--- src/opd_params.svh ---
`ifndef OPD_PARAMS_SVH
`define OPD_PARAMS_SVH

// ------------------------------------------------------------
// Register byte offsets
// ------------------------------------------------------------
`define OPD_REG_CTRL 8'h00
`define OPD_REG_PC 8'h04
`define OPD_REG_STATUS 8'h08
`define OPD_REG_COUNT 8'h0c

// ------------------------------------------------------------
// Field positions and reset values
// ------------------------------------------------------------
`define OPD_CTRL_RUN_BIT 0
`define OPD_CTRL_RESET 1'h0
`define OPD_PC_RESET 16'h0000
`define OPD_STAT_CLASS_LSB 0
`define OPD_STAT_COST_LSB 8
`define OPD_STAT_TAKEN_BIT 12
`define OPD_STAT_BUSY_BIT 16

// ------------------------------------------------------------
// Cycle costs
// ------------------------------------------------------------
`define OPD_COST_ONE 3'h1
`define OPD_COST_TWO 3'h2
`define OPD_COST_THREE 3'h3
`define OPD_COST_FOUR 3'h4

`endif

--- src/opd_pkg.sv ---
package opd_pkg;

  typedef enum logic [4:0] {
    OPD_NONE,
    OPD_COND_BRANCH,
    OPD_PROBE,
    OPD_REG_PROBE,
    OPD_BLK_DD_SRC,
    OPD_BLK_DD_DST,
    OPD_BLK_PD,
    OPD_CALL_INDIRECT,
    OPD_CALL,
    OPD_COND_CALL,
    OPD_FLAG_CLEAR,
    OPD_AUX_COMPARE,
    OPD_DATA_COPY,
    OPD_IDLE,
    OPD_PORT_IN,
    OPD_SW_INT,
    OPD_ACC_SHIFTED,
    OPD_ACC_LONG,
    OPD_ACC_HIGH_ZERO_LOW,
    OPD_ACC_SHORT,
    OPD_ACC_LOW,
    OPD_ACC_TEMP_SHIFT,
    OPD_AUX_DIRECT,
    OPD_AUX_SHORT,
    OPD_AUX_LONG,
    OPD_PAGE_MEM,
    OPD_PAGE_IMM,
    OPD_STATUS_ZERO,
    OPD_STATUS_ONE,
    OPD_TEMP_LOAD,
    OPD_TEMP_LOAD_ACC
  } opd_class_t;

  typedef enum {
    OPD_ST_HALT,
    OPD_ST_FETCH1,
    OPD_ST_FETCH2,
    OPD_ST_EXEC,
    OPD_ST_STALL
  } opd_state_t;

  typedef struct packed {
    opd_class_t cls;
    logic twoWords;
    logic conditional;
    logic [2:0] costTaken;
    logic [2:0] costNotTaken;
  } opd_decode_t;

endpackage

--- src/opd_decoder.sv ---
`timescale 1ns/1ps
`include "opd_params.svh"

module opd_decoder
  import opd_pkg::*;
#(
  parameter int ADDR_W = 16
) (
  input wire logic sys_clk,
  input wire logic rstn,
  input wire logic wb_cyc_i,
  input wire logic wb_stb_i,
  input wire logic wb_we_i,
  input wire logic [7:0] wb_adr_i,
  input wire logic [3:0] wb_sel_i,
  input wire logic [31:0] wb_dat_i,
  output logic [31:0] wb_dat_o,
  output logic wb_ack_o,
  output logic fetchReq_q,
  output logic [ADDR_W-1:0] fetchAddr_q,
  input wire logic fetchValid,
  input wire logic [15:0] fetchWord,
  input wire logic accZero,
  input wire logic accNeg,
  input wire logic overflowFlag,
  input wire logic carryFlag,
  input wire logic testControlFlag,
  input wire logic branchInputPin,
  output logic execPulse_q,
  output opd_class_t opClass_q,
  output logic [15:0] operandWord_q,
  output logic [7:0] shortConstant_q,
  output logic [3:0] shiftCount_q,
  output logic [3:0] probeIndex_q,
  output logic [2:0] auxSelect_q,
  output logic [1:0] compareKind_q,
  output logic [3:0] flagSelect_q,
  output logic useTempShift_q,
  output logic condMet_q,
  output logic [2:0] cycleCost_q
);

  generate
    if (ADDR_W < 1 || ADDR_W > 16) begin : gBadWidth
      $error("ADDR_W must be 1 to 16");
    end
  endgenerate

  // ------------------------------------------------------------
  // Decode functions
  // ------------------------------------------------------------
  function automatic opd_class_t classOf(input logic [15:0] w);
    opd_class_t c;
    c = OPD_NONE;
    if (w[15:10] == 6'b111000) begin
      c = OPD_COND_BRANCH;
    end else if (w[15:10] == 6'b111010) begin
      c = OPD_COND_CALL;
    end else if (w[15:12] == 4'b0100) begin
      c = OPD_PROBE;
    end else if (w[15:12] == 4'b0001) begin
      c = OPD_ACC_SHIFTED;
    end else if (w[15:4] == 12'hbe4 && (w[3:0] inside {4'h4, 4'h0, 4'he, 4'h2, 4'h6, 4'ha, 4'hc})) begin
      c = OPD_FLAG_CLEAR;
    end else if (w == 16'hbe22) begin
      c = OPD_IDLE;
    end else if (w == 16'hbe30) begin
      c = OPD_CALL_INDIRECT;
    end else if (w[15:5] == 11'b10111110011) begin
      c = OPD_SW_INT;
    end else if (w[15:2] == 14'b10111111010001) begin
      c = OPD_AUX_COMPARE;
    end else if (w[15:3] == 13'b1011111100001) begin
      c = OPD_AUX_LONG;
    end else if (w[15:4] == 12'hbf8) begin
      c = OPD_ACC_LONG;
    end else if (w[15:9] == 7'b1011110) begin
      c = OPD_PAGE_IMM;
    end else if (w[15:11] == 5'b10110) begin
      c = OPD_AUX_SHORT;
    end else if (w[15:11] == 5'b00000) begin
      c = OPD_AUX_DIRECT;
    end else begin
      unique case (w[15:8])
        8'h6f: c = OPD_REG_PROBE;
        8'ha8: c = OPD_BLK_DD_SRC;
        8'ha9: c = OPD_BLK_DD_DST;
        8'ha5: c = OPD_BLK_PD;
        8'h7a: c = OPD_CALL;
        8'h77: c = OPD_DATA_COPY;
        8'haf: c = OPD_PORT_IN;
        8'h6a: c = OPD_ACC_HIGH_ZERO_LOW;
        8'hb9: c = OPD_ACC_SHORT;
        8'h69: c = OPD_ACC_LOW;
        8'h6b: c = OPD_ACC_TEMP_SHIFT;
        8'h0d: c = OPD_PAGE_MEM;
        8'h0e: c = OPD_STATUS_ZERO;
        8'h0f: c = OPD_STATUS_ONE;
        8'h73: c = OPD_TEMP_LOAD;
        8'h70: c = OPD_TEMP_LOAD_ACC;
        default: c = OPD_NONE;
      endcase
    end
    return c;
  endfunction

  function automatic opd_decode_t decodeWord(input logic [15:0] w);
    opd_decode_t d;
    d.cls = classOf(w);
    d.conditional = (d.cls == OPD_COND_BRANCH) || (d.cls == OPD_COND_CALL);
    d.twoWords = d.conditional || (d.cls inside {OPD_BLK_DD_SRC, OPD_BLK_DD_DST, OPD_BLK_PD, OPD_CALL,
      OPD_PORT_IN, OPD_ACC_LONG, OPD_AUX_LONG});
    unique case (d.cls)
      OPD_COND_BRANCH, OPD_COND_CALL, OPD_CALL, OPD_CALL_INDIRECT, OPD_SW_INT: d.costTaken = `OPD_COST_FOUR;
      OPD_BLK_DD_SRC, OPD_BLK_DD_DST, OPD_BLK_PD: d.costTaken = `OPD_COST_THREE;
      OPD_PORT_IN, OPD_ACC_LONG, OPD_AUX_DIRECT, OPD_AUX_SHORT, OPD_AUX_LONG, OPD_PAGE_MEM, OPD_PAGE_IMM,
        OPD_STATUS_ZERO, OPD_STATUS_ONE: d.costTaken = `OPD_COST_TWO;
      default: d.costTaken = `OPD_COST_ONE;
    endcase
    d.costNotTaken = d.conditional ? `OPD_COST_TWO : d.costTaken;
    return d;
  endfunction

  function automatic logic condCheck(input logic [15:0] w, input logic [3:0] actual, input logic flagNow,
                                     input logic pinNow);
    logic maskOk;
    logic selOk;
    maskOk = (w[3:0] == 4'h0) ? 1'b1 : |(w[3:0] & ~(actual ^ w[7:4]));
    unique case (w[9:8])
      2'b00: selOk = ~pinNow;
      2'b01: selOk = flagNow;
      2'b10: selOk = ~flagNow;
      2'b11: selOk = 1'b1;
    endcase
    return maskOk & selOk;
  endfunction

  // ------------------------------------------------------------
  // Branch input pin synchroniser
  // ------------------------------------------------------------
  logic pinS1_q, pinS2_q, pinS3_q, pinStable_q;

  always_ff @(posedge sys_clk or negedge rstn) begin
    if (!rstn) begin
      pinS1_q <= 1'b1;
      pinS2_q <= 1'b1;
      pinS3_q <= 1'b1;
      pinStable_q <= 1'b1;
    end else begin
      pinS1_q <= branchInputPin;
      pinS2_q <= pinS1_q;
      pinS3_q <= pinS2_q;
      if (pinS2_q == pinS3_q) begin
        pinStable_q <= pinS3_q;
      end
    end
  end

  // ------------------------------------------------------------
  // Wishbone slave
  // ------------------------------------------------------------
  logic run_q;
  logic [ADDR_W-1:0] pc_q;
  logic [31:0] count_q;
  logic lastTaken_q;
  opd_state_t state_q;
  logic wbReq;
  logic wbWrite;

  assign wbReq = wb_cyc_i & wb_stb_i & ~wb_ack_o;
  assign wbWrite = wbReq & wb_we_i;

  always_ff @(posedge sys_clk or negedge rstn) begin
    if (!rstn) begin
      wb_ack_o <= 1'b0;
      wb_dat_o <= 32'h0000_0000;
    end else begin
      wb_ack_o <= wbReq;
      wb_dat_o <= 32'h0000_0000;
      if (wbReq && !wb_we_i) begin
        unique case (wb_adr_i)
          `OPD_REG_CTRL: wb_dat_o[`OPD_CTRL_RUN_BIT] <= run_q;
          `OPD_REG_PC: wb_dat_o[ADDR_W-1:0] <= pc_q;
          `OPD_REG_STATUS: begin
            wb_dat_o[`OPD_STAT_CLASS_LSB +: 5] <= opClass_q;
            wb_dat_o[`OPD_STAT_COST_LSB +: 3] <= cycleCost_q;
            wb_dat_o[`OPD_STAT_TAKEN_BIT] <= lastTaken_q;
            wb_dat_o[`OPD_STAT_BUSY_BIT] <= (state_q != OPD_ST_HALT);
          end
          `OPD_REG_COUNT: wb_dat_o <= count_q;
          default: wb_dat_o <= 32'h0000_0000;
        endcase
      end
    end
  end

  always_ff @(posedge sys_clk or negedge rstn) begin
    if (!rstn) begin
      run_q <= `OPD_CTRL_RESET;
    end else if (wbWrite && wb_adr_i == `OPD_REG_CTRL && wb_sel_i[0]) begin
      run_q <= wb_dat_i[`OPD_CTRL_RUN_BIT];
    end
  end

  // ------------------------------------------------------------
  // Fetch and sequencing
  // ------------------------------------------------------------
  opd_decode_t dec;
  opd_decode_t cur_q;
  logic [15:0] first_q;
  logic [2:0] stall_q;
  logic taken;
  logic [15:0] pcWriteData;

  assign dec = decodeWord(fetchWord);
  assign taken = ~cur_q.conditional |
                 condCheck(first_q, {accZero, accNeg, overflowFlag, carryFlag}, testControlFlag, pinStable_q);
  assign pcWriteData = {wb_sel_i[1] ? wb_dat_i[15:8] : 8'(16'(pc_q) >> 8), wb_sel_i[0] ? wb_dat_i[7:0] : 8'(pc_q)};

  // Run is sampled only between instructions so a half-fetched pair never splits
  always_ff @(posedge sys_clk or negedge rstn) begin
    if (!rstn) begin
      state_q <= OPD_ST_HALT;
      fetchReq_q <= 1'b0;
      stall_q <= 3'h0;
    end else begin
      unique case (state_q)
        OPD_ST_HALT: begin
          if (run_q) begin
            state_q <= OPD_ST_FETCH1;
            fetchReq_q <= 1'b1;
          end
        end
        OPD_ST_FETCH1: begin
          if (fetchValid) begin
            state_q <= dec.twoWords ? OPD_ST_FETCH2 : OPD_ST_EXEC;
            fetchReq_q <= dec.twoWords;
          end
        end
        OPD_ST_FETCH2: begin
          if (fetchValid) begin
            state_q <= OPD_ST_EXEC;
            fetchReq_q <= 1'b0;
          end
        end
        OPD_ST_EXEC: begin
          stall_q <= (taken ? cur_q.costTaken : cur_q.costNotTaken) - 3'h1;
          state_q <= OPD_ST_STALL;
        end
        OPD_ST_STALL: begin
          if (stall_q == 3'h0) begin
            state_q <= run_q ? OPD_ST_FETCH1 : OPD_ST_HALT;
            fetchReq_q <= run_q;
          end else begin
            stall_q <= stall_q - 3'h1;
          end
        end
      endcase
    end
  end

  // Program counter; software may move it only while halted
  always_ff @(posedge sys_clk or negedge rstn) begin
    if (!rstn) begin
      pc_q <= ADDR_W'(`OPD_PC_RESET);
    end else if (state_q == OPD_ST_HALT) begin
      if (wbWrite && wb_adr_i == `OPD_REG_PC) begin
        pc_q <= pcWriteData[ADDR_W-1:0];
      end
    end else if ((state_q == OPD_ST_FETCH1 || state_q == OPD_ST_FETCH2) && fetchValid) begin
      pc_q <= pc_q + ADDR_W'(1);
    end else if (state_q == OPD_ST_EXEC && taken &&
                 (cur_q.cls == OPD_COND_BRANCH || cur_q.cls == OPD_CALL || cur_q.cls == OPD_COND_CALL)) begin
      pc_q <= operandWord_q[ADDR_W-1:0];
    end
  end

  always_ff @(posedge sys_clk or negedge rstn) begin
    if (!rstn) begin
      fetchAddr_q <= ADDR_W'(`OPD_PC_RESET);
    end else begin
      fetchAddr_q <= pc_q;
    end
  end

  // ------------------------------------------------------------
  // Captured instruction and decoded fields
  // ------------------------------------------------------------
  always_ff @(posedge sys_clk or negedge rstn) begin
    if (!rstn) begin
      cur_q <= '{cls: OPD_NONE, twoWords: 1'b0, conditional: 1'b0, costTaken: 3'h1, costNotTaken: 3'h1};
      first_q <= 16'h0000;
      operandWord_q <= 16'h0000;
    end else if (state_q == OPD_ST_FETCH1 && fetchValid) begin
      cur_q <= dec;
      first_q <= fetchWord;
      operandWord_q <= 16'h0000;
    end else if (state_q == OPD_ST_FETCH2 && fetchValid) begin
      operandWord_q <= fetchWord;
    end
  end

  always_ff @(posedge sys_clk or negedge rstn) begin
    if (!rstn) begin
      execPulse_q <= 1'b0;
      opClass_q <= OPD_NONE;
      shortConstant_q <= 8'h00;
      shiftCount_q <= 4'h0;
      probeIndex_q <= 4'h0;
      auxSelect_q <= 3'h0;
      compareKind_q <= 2'h0;
      flagSelect_q <= 4'h0;
      useTempShift_q <= 1'b0;
      condMet_q <= 1'b0;
      cycleCost_q <= 3'h0;
      lastTaken_q <= 1'b0;
    end else begin
      execPulse_q <= (state_q == OPD_ST_EXEC);
      if (state_q == OPD_ST_EXEC) begin
        opClass_q <= cur_q.cls;
        shortConstant_q <= first_q[7:0];
        shiftCount_q <= (cur_q.cls == OPD_ACC_LONG) ? first_q[3:0] : first_q[11:8];
        probeIndex_q <= first_q[11:8];
        auxSelect_q <= (cur_q.cls == OPD_AUX_LONG) ? first_q[2:0] : first_q[10:8];
        compareKind_q <= first_q[1:0];
        flagSelect_q <= first_q[3:0];
        useTempShift_q <= (cur_q.cls == OPD_REG_PROBE) || (cur_q.cls == OPD_ACC_TEMP_SHIFT);
        condMet_q <= taken;
        lastTaken_q <= taken;
        cycleCost_q <= taken ? cur_q.costTaken : cur_q.costNotTaken;
      end
    end
  end

  always_ff @(posedge sys_clk or negedge rstn) begin
    if (!rstn) begin
      count_q <= 32'h0000_0000;
    end else if (wbWrite && wb_adr_i == `OPD_REG_COUNT) begin
      count_q <= 32'h0000_0000;
    end else if (state_q == OPD_ST_EXEC) begin
      count_q <= count_q + 32'h0000_0001;
    end
  end

endmodule

--- config.mk ---
export PLATFORM = sky130hd
export DESIGN_NAME = opd_decoder
export DESIGN_NICKNAME = d
export VERILOG_FILES = /design/src/opd_pkg.sv /design/src/opd_decoder.sv
export VERILOG_INCLUDE_DIRS = /design/src
export SDC_FILE = /design/constraint.sdc
export NUM_CORES = 1
export LEC_CHECK = 0
export BUFFER_PORTS_ARGS = -buffer_cell sky130_fd_sc_hd__buf_4
export CAP_MARGIN = 25
export CORE_MARGIN = 2
export CORE_UTILIZATION = 50
export DETAILED_ROUTE_END_ITERATION = 10
export PLACE_DENSITY = 0.73
export SYNTH_ARGS = -nofsm -noshare
export SYNTH_HDL_FRONTEND = slang
export SYNTH_SLANG_ARGS = --single-unit
--- constraint.sdc ---
create_clock -name sys_clk -period 2.9 [get_ports sys_clk]
set_input_delay 0.435 -clock sys_clk [delete_from_list [all_inputs] [get_ports sys_clk]]
set_output_delay 0.435 -clock sys_clk [all_outputs]
set_load 0.005 [all_outputs]
==> reports/metrics.csv, run 1 <==
metric,value,unit
gr usage total,0.2448,
CP top delay family,compound AO/OA/AOI/OAI gates,
post-cts repair resize count,0,
Hold Path Class,input port to flip-flop,
Die Span X,135.8,um
DRT antenna net count,0,
Post-Syn Area,8685,um^2
Hold Buf Count CTS,1,
synthesis-stage register bit count,179,
CP Capture Type,flip-flop,
Core Rows,48,
PortBufs,155,
synth warn,0,
layout cell share with drive strength beyond 1,0.2277,
global route overflow,0,
Startpoint Class,flip-flop,
Crit Path Class,flip-flop to flip-flop,
Post-Route Setup TNS,0,ns
First-pass DRT Iterations,5,
"slowest stage delay, CP",0.40,ns
cts bufs inserted,17,
Nets,1125,
Buffers & Inverters on Critical Path,0,
Clock Sink Count,179,
"count leader, synth",dfrtp_1,
setup bufs post-CTS,0,
DR vias/cell,5.641,
crit-path cells,xnor2_1 > a22oi_1 > nand3_1 > a21boi_1 > mux2i_1 > nand2_1 > o21ai_0 > ha_1 > nor2_1 > nor2_1 > o32ai_1 > a31oi_1,
Pwr per Cell Area,879.8,nW/um^2
Bufs on Longest Clock Path,2,
synth unique cells,79,
VDD IR-drop max,0.4867,mV
clock slew at reported path FFs,0.07,ns
Initial DRC Count,580,
CP Data Required Time,3.25,ns
critical path's slowest cell,dfrtp_1,
global placement routability congestion,0.9225,
"Seq/Total Area, Yosys",0.5166,
Mapped Nets,987,
largest net degree at the start of global routing,63,
Ports,174,
max-cap viol count,0,
Highest Signal Layer,met4,
area occupied by multi-input gates,3861,um^2
"Avg Cell Area, Syn",9.523,um^2
Mapped Cells,912,
fin area,10610,um^2
post-detail-place hpwl,15800,um
area of the core,17120,um^2
metal3 WL,1162,um
DRC viols,0,
starting density of the core,0.5074,
WL met1,9411,um
first-pass GRT wire length,35230,um
via count,7265,
Static Leak,0.004951,uW
Fillers,1480,
synth-to-layout area growth,22.13,%
most area-hungry cell type in the Yosys netlist,dfrtp_1,
Met2 Wirelength,10850,um
clk root buf,clkbuf_16,
htree depth,4,
cell repeated most along the worst path,nor2_1,
CP max FO,3,
Clock Latency Late Sink,0.43,ns
number of diodes,0,
outcome,"complete, no violations",
RSZ-0062 raised after global routing,no,
Worst-Margin Slew,0.9679,ns
DP Area,10030,um^2
initial antenna violation count,0,
fin crit period,2.461,ns
number of synthesized flops with an enable pin,0,
Die Y,135.8,um
ranking of synthesized cells by area,"dfrtp_1 50%, nand2_1 6.6%, nor2_1 4.7%",
TritonCTS clock tree,yes,
Async SR Flop Fraction,1.000,
period utilisation layout,0.8488,
die footprint,18440,um^2
most common flop cell mapped by yosys,dfrtp_1,
Peak Freq,406.3,MHz
Synth top area share,0.4985,
"Slew Viols, Final",0,
wire per inst,17.07,um
"Hold Violations, Final",0,
vias in the first global route,6892,
Worst Path Arrival,2.81,ns
synth cell count leaders,"173 x dfrtp_1, 153 x nand2_1, 108 x nor2_1",
clock skew,0.009028,ns
Worst slew margin,0.3548,
drt total wl,21990,um
FF+latch area,4487,um^2
final number of setup-violating endpoints,0,
layout by cell type, fill, tap and decap left out, types with 9 or more instances in the layout:
cell type	n
buf_4	174
dfrtp_1	173
nand2_1	153
nor2_1	108
a21oi_1	42
o21ai_0	40
xor2_1	29
nand3_1	26
and2_1	18
xnor2_1	17
clkbuf_16	17
a22oi_1	16
a22o_1	16
and3_1	15
nor3_1	14
mux2_2	12
mux2i_1	11
nand4_1	11
a211oi_1	11
inv_1	10
nand2b_1	9
logic make-up (layout without fill, tap and decap cells):
kind of cell,count (synthesis),after routing,share of synthesized area
buf+inv,71,222,0.03933
xor+xnor,46,46,0.04639
simple gates,414,414,0.2292
mux,23,23,0.02824
flops,179,179,0.5166
compound gates,175,175,0.1347
fa+ha+maj,4,4,0.005475
flip-flops by register name, indices dropped and copies added (netlist names), 4 cells and up:
signal           cells
shiftCount_q         4
probeIndex_q         4
fetchAddr_q         16
operandWord_q       16
wb_dat_o            32
first_q             12
count_q             32
shortConstant_q      8
cur_q               12
pc_q                16
opClass_q            5
worst paths after layout:
check,from,end,slack [ns],cells past startpoint
worst max register to register,first_q[7],stall_q[2],0.44,12
max in group asynchronous,rstn,cur_q[3],1.61,3
worst max-delay path,first_q[7],stall_q[2],0.44,12
worst min register to register,pinS1_q,pinS2_q,0.36,0
worst min-delay path,branchInputPin,pinS1_q,0.11,1
min in group asynchronous,rstn,wb_dat_o[24],0.54,2
metrics by stage:
step	utilization	worst slack (ns)	std cells	power [uW]	hold slack, ns
finish	0.6197	0.4385	1288	9331	0.1068
global route	0.6197	0.1682	1288	9938	0.09652
CTS	0.6197	0.4371	1288	9360	0.09651
detailed placement	0.5861	0.2471	1255	7166	0.3473
global placement	0.5861	0.2365	1255	7066	0.3469
floorplan	-	0.4331	912	5770	0.1394
report_power, final:
| group | internal, uW | switching (uW) |
|---|---|---|
| Combinational | 1470 | 1660 |
| Sequential | 3240 | 769 |
| Clock | 1230 | 963 |
| Total | 5940 | 3400 |
per-layer routing:
layer  track usage  vias up
met1        0.3276     3503
met3       0.03741       42
met4       0.09433        0
met5             0        -
li1              -     3463
met2        0.4038      257
area by class of cell:
cell class              count  share of cell area
clock inverters            11            0.009791
repair buffers            178              0.1289
inverters                  12            0.004247
flip-flops and latches    179              0.4230
clock buffers              21             0.04341
multi-input cells         662              0.3640
well taps                 225             0.02654
(Power assumes the default switching activity.)
==> run 2: changes to the inputs <==
- PLACE_DENSITY: 0.73 -> 0.75
- clock period: 2.9 -> 2.1 ns (I/O delays scaled with it)
==> reports/metrics.csv, run 2 (same netlist as run 1, synthesis figures left out) <==
metric,value,unit,change
outcome,finished with violations,,
violated checks,setup timing,,
Worst-Margin Slew,0.5981,ns,-0.3698 ns
Sw Ratio,0.3716,,+0.007722
Buffers & Inverters on Critical Path,1,,+1
drt total wl,23960,um,+9.0%
cts bufs inserted,17,,unchanged
clk root buf,clkbuf_16,,
CP Capture Type,flip-flop,,
First-pass DRT Iterations,5,,unchanged
Comb power frac,0.384,,+0.049
PortBufs,155,,unchanged
"Hold Violations, Final",0,,unchanged
Die Y,135.8,um,unchanged
via count,7672,,+5.6%
die footprint,18440,um^2,unchanged
post-layout util,0.6818,,+0.06213
Crit Path Class,flip-flop to flip-flop,,
largest registers,"count_q x32, wb_dat_o x32",,
area of the core,17120,um^2,unchanged
clock slew at reported path FFs,0.07,ns,about the same
TritonCTS clock tree,yes,,
gr usage total,0.2612,,+0.01641
Die Span X,135.8,um,unchanged
DRC viols,0,,unchanged
Worst Path Arrival,2.64,ns,-0.17 ns
Clock Sink Count,179,,unchanged
first-pass GRT wire length,37360,um,+6.0%
number of diodes,0,,unchanged
global placement routability congestion,0.9502,,+3.0%
Worst slew margin,0.5986,,+0.2439
synth-to-layout area growth,34.37,%,
period utilisation layout,1.091,,+0.2427
max-cap viol count,0,,unchanged
Clock Latency Late Sink,0.44,ns,about the same
RSZ-0062 raised after global routing,yes,,
Fillers,1349,,-8.9%
Clock Power Share,0.223,,-0.012
Nets,1229,,+9.2%
CP max FO,4,,+1
fin area,11670,um^2,+10%
CP top delay family,compound AO/OA/AOI/OAI gates,,
Pwr per Cell Area,1186,nW/um^2,+35%
Pwr Total,13840,uW,+48%
Hold Path Class,input port to flip-flop,,
Bufs on Longest Clock Path,2,,unchanged
DR vias/cell,5.511,,-2.3%
Ports,174,,unchanged
Startpoint Class,flip-flop,,
clock skew,0.01860,ns,+0.009573 ns
initial antenna violation count,0,,unchanged
crit-path cells,xnor2_1 > a22oi_1 > nand3_1 > a21boi_2 > buf_6 > mux2i_4 > nand2_1 > o21ai_1 > ha_2 > nor2_1 > nor2_1 > o32ai_2 > a31oi_1,,
wire per inst,17.22,um,+0.85%
cell repeated most along the worst path,nor2_1,,
Int Pwr,8694,uW,+46%
"commonest cells after routing, fill and taps aside","269 x buf_4, 173 x dfrtp_1, 153 x nand2_1, 107 x nor2_1, 42 x a21oi_1",,
"slowest stage delay, CP",0.41,ns,about the same
global route overflow,0,,unchanged
htree depth,4,,unchanged
Initial DRC Count,603,,+4.0%
worst setup slack after layout,-0.1921,ns,-0.6306 ns
critical path's slowest cell,dfrtp_1,,
layout cell share with drive strength beyond 1,0.3256,,+0.09796
Core Rows,48,,unchanged
DP Area,10830,um^2,+7.9%
Static Leak,0.005522,uW,+12%
final number of setup-violating endpoints,3,,+3
"Slew Viols, Final",0,,unchanged
RR Startpoint,first_q[7],,
post-detail-place hpwl,17600,um,+11%
VDD IR-drop max,0.7857,mV,+61%
largest net degree at the start of global routing,53,,-16%
DRT antenna net count,0,,unchanged
Flop pwr share,0.394,,-0.035
CP Data Required Time,2.45,ns,-0.80 ns
Critical path origin,first_q[7],,
worst hold start,wb_dat_i[0],,
starting density of the core,0.5074,,unchanged
Hold WS,0.1589,ns,+0.05208 ns
"commonest non-fill, non-tap cell in the layout",buf_4,,
Peak Freq,436.3,MHz,+7.4%
net load switching power,5142,uW,+51%
vias in the first global route,7380,,+7.1%
fin crit period,2.292,ns,-0.1694 ns
## run 2: area by class of cell
type                    instances  area [um^2]  area share
clock buffers                  18        439.2     0.03763
clock inverters                14        137.6     0.01179
inverters                      12        50.05    0.004289
multi-input cells             662         4068      0.3486
flip-flops and latches        179         4487      0.3845
well taps                     225        281.5     0.02412
repair buffers                282         2207      0.1891
## run 2: per-stage QoR
stage | setup TNS (ns) | setup WS, ns | cells
floorplan | -0.8114 | -0.1802 | 912
global placement | -3.665 | -0.4550 | 1350
detailed placement | -4.083 | -0.4599 | 1350
CTS | -0.1363 | -0.1363 | 1388
global route | -1.788 | -0.3185 | 1392
finish | -0.3261 | -0.1921 | 1392
## run 2: path summary, 6_finish.rpt
kind,end,slack (ns),depth (start not counted)
min in group asynchronous,wb_dat_o[15],0.41,2
worst max register to register,stall_q[2],-0.19,13
worst max-delay path,stall_q[2],-0.19,13
worst min register to register,pinS2_q,0.36,0
max in group asynchronous,cur_q[0],1.01,3
worst min-delay path,run_q,0.16,2
## run 2: power by group through the flow
stage               Combinational [uW]  Clock (uW)  Sequential (uW)
floorplan                         2770           0             5260
finish                            5310        3080             5450
global route                      5860        3260             5550
global placement                  4880           0             5410
detailed placement                5000           0             5440
CTS                               5140        3120             5400
## run 2: worst reg2reg max path, stage by stage, from the launching register on
cell      delay [ns]
dfrtp_1         0.41
xnor2_1         0.13
a22oi_1         0.16
nand3_1         0.11
a21boi_2        0.17
buf_6           0.15
mux2i_4         0.23
nand2_1         0.08
o21ai_1         0.10
ha_2            0.20
nor2_1          0.04
nor2_1          0.17
o32ai_2         0.10
a31oi_1         0.17
## run 2: repair_timing
action	CTS	global route
hold buffers	2	0
gates cloned	0	1
resized for setup	12	34
pin swaps	3	22
buffers inserted	4	3
endpoints found under the setup margin	11	33
endpoints found under the hold margin	49	0
## run 2: metal layers
layer	wire, um	up-vias	track usage
met5	0	-	0
met3	1277	52	0.05051
met4	701	0	0.1024
met2	12100	251	0.4408
met1	9881	3698	0.3328
li1	-	3671	-
==> run 3: changes to the inputs <==
- REMOVE_ABC_BUFFERS: unset -> 1
==> reports/metrics.csv, run 3 (same netlist as run 1, synthesis figures left out) <==
metric,value,unit,change
# placed instances,1371,,+1.6%
outcome,finished with violations,,
clock skew,0.01505,ns,-0.003552 ns
DRC viols,0,,unchanged
fin crit period,2.242,ns,-0.05004 ns
period utilisation layout,1.068,,-0.02383
crit-path cells,xnor2_2 > a22oi_1 > nand3_1 > a21boi_2 > buf_6 > mux2i_2 > nand2_1 > o21ai_2 > ha_4 > nor2_1 > nor2_1 > o32ai_1 > a31oi_1,,
starting density of the core,0.5074,,unchanged
PortBufs,155,,unchanged
"Hold Violations, Final",0,,unchanged
via count,7820,,+1.9%
Crit Path Class,flip-flop to flip-flop,,
CP Capture Type,flip-flop,,
Hold WS,0.1389,ns,-0.01997 ns
cts bufs inserted,17,,unchanged
post-detail-place hpwl,17440,um,-0.91%
vias in the first global route,7578,,+2.7%
R2R cell count,13,,unchanged
"Slew Viols, Final",0,,unchanged
Die Y,135.8,um,unchanged
Worst slew margin,0.6344,,+0.03580
Critical Path Stages,13,,unchanged
"setup slack, reg-to-reg",-0.14,ns,+0.05 ns
largest registers,"count_q x32, wb_dat_o x32",,
Startpoint Class,flip-flop,,
first-pass GRT wire length,37980,um,+1.7%
First-pass DRT Iterations,5,,unchanged
clock slew at reported path FFs,0.07,ns,about the same
htree depth,4,,unchanged
Clock Latency Late Sink,0.45,ns,about the same
fin cells,1417,,+1.8%
clk root buf,clkbuf_16,,
Initial DRC Count,446,,-26%
violated checks,setup timing,,
Worst Path Arrival,2.60,ns,-0.04 ns
Buffers & Inverters on Critical Path,1,,unchanged
"commonest cells after routing, fill and taps aside","291 x buf_4, 172 x dfrtp_1, 152 x nand2_1, 106 x nor2_1, 39 x a21oi_1",,
max-cap viol count,0,,unchanged
synth-to-layout area growth,36.90,%,
die footprint,18440,um^2,unchanged
area of the core,17120,um^2,unchanged
number of diodes,0,,unchanged
Clock Sink Count,179,,unchanged
drt total wl,24050,um,+0.34%
layout cell share with drive strength beyond 1,0.3456,,+0.02002
TritonCTS clock tree,yes,,
VDD IR-drop max,0.8472,mV,+7.8%
Hold Crit Depth,3,,+1
worst setup slack after layout,-0.1420,ns,+0.05004 ns
RSZ-0062 raised after global routing,yes,,
wire per inst,16.97,um,-1.4%
CP max FO,4,,unchanged
Hold Path Class,input port to flip-flop,,
Post-Route Setup TNS,-0.1845,ns,+0.1415 ns
cell repeated most along the worst path,nor2_1,,
Core Rows,48,,unchanged
global route overflow,0,,unchanged
Nets,1254,,+2.0%
CP top delay family,compound AO/OA/AOI/OAI gates,,
Pwr per Cell Area,1195,nW/um^2,+0.80%
critical path's slowest cell,dfrtp_1,,
final number of setup-violating endpoints,5,,+2
Ports,174,,unchanged
Worst-Margin Slew,0.5426,ns,-0.05542 ns
"commonest non-fill, non-tap cell in the layout",buf_4,,
Die Span X,135.8,um,unchanged
gr usage total,0.2660,,+0.004794
Pwr Total,14210,uW,+2.7%
initial antenna violation count,0,,unchanged
CP Data Required Time,2.46,ns,about the same
"slowest stage delay, CP",0.41,ns,about the same
DR vias/cell,5.519,,+0.13%
largest net degree at the start of global routing,57,,+7.5%
global placement routability congestion,0.9280,,-2.3%
DRT antenna net count,0,,unchanged
Static Leak,0.005658,uW,+2.5%
Peak Freq,446.0,MHz,+2.2%
Bufs on Longest Clock Path,2,,unchanged
==> run 3: power by group <==
part | switching (uW) | total, uW | internal, uW
sequential | 933 | 5400 | 4470
clock | 1540 | 3140 | 1600
combinational | 2850 | 5670 | 2820
==> run 3: metrics by stage <==
step | setup WS (ns) | util | cell area, um^2
3_5_place_dp | -0.3604 | 0.6385 | 10930
4_1_cts | -0.1005 | 0.6796 | 11630
3_3_place_gp | -0.3880 | 0.6385 | 10930
5_1_grt | -0.2411 | 0.6946 | 11890
2_1_floorplan | -1.291 | - | 8388
6_report | -0.1420 | 0.6946 | 11890
==> run 3: final timing paths <==
kind,start,end
max,first_q[7],stall_q[2]
min,fetchWord[0],first_q[0]
max reg2reg,first_q[7],stall_q[2]
min reg2reg,pinS1_q,pinS2_q
max in group asynchronous,rstn,useTempShift_q
min in group asynchronous,rstn,stall_q[2]
==> run 3: area by class of cell <==
| class | count | area [um^2] |
|---|---|---|
| fillers | 1318 | 5228 |
| flip-flops and latches | 179 | 4488 |
| multi-input cells | 662 | 4091 |
| repair buffers | 307 | 2395 |
| clock buffers | 17 | 425.4 |
| well taps | 225 | 281.5 |
| clock inverters | 15 | 162.7 |
| inverters | 12 | 45.04 |
==> run 3: layer usage <==
metal / routed length, um / up-vias / global-route usage / part of all wire
met5: 0 / - / 0 / 0
met1: 9719 / 3759 / 0.3368 / 0.40
met4: 599 / 0 / 0.09144 / 0.025
met3: 1492 / 51 / 0.05200 / 0.062
li1: - / 3722 / - / -
met2: 12230 / 288 / 0.4574 / 0.51
==> run 3: what timing repair did <==
action | 4_1_cts | 5_1_grt
buffers inserted | 5 | 6
resized for setup | 15 | 51
hold buffers | 2 | 0
hold endpoints to repair | 47 | 0
endpoints found under the setup margin | 14 | 43
pin swaps | 7 | 19
cloned | 0 | 1
==> run 3: tightest hold or removal path: stages <==
cell	delay [ns]
buf_4	0.12
nand2_1	0.06
nand2_1	0.05
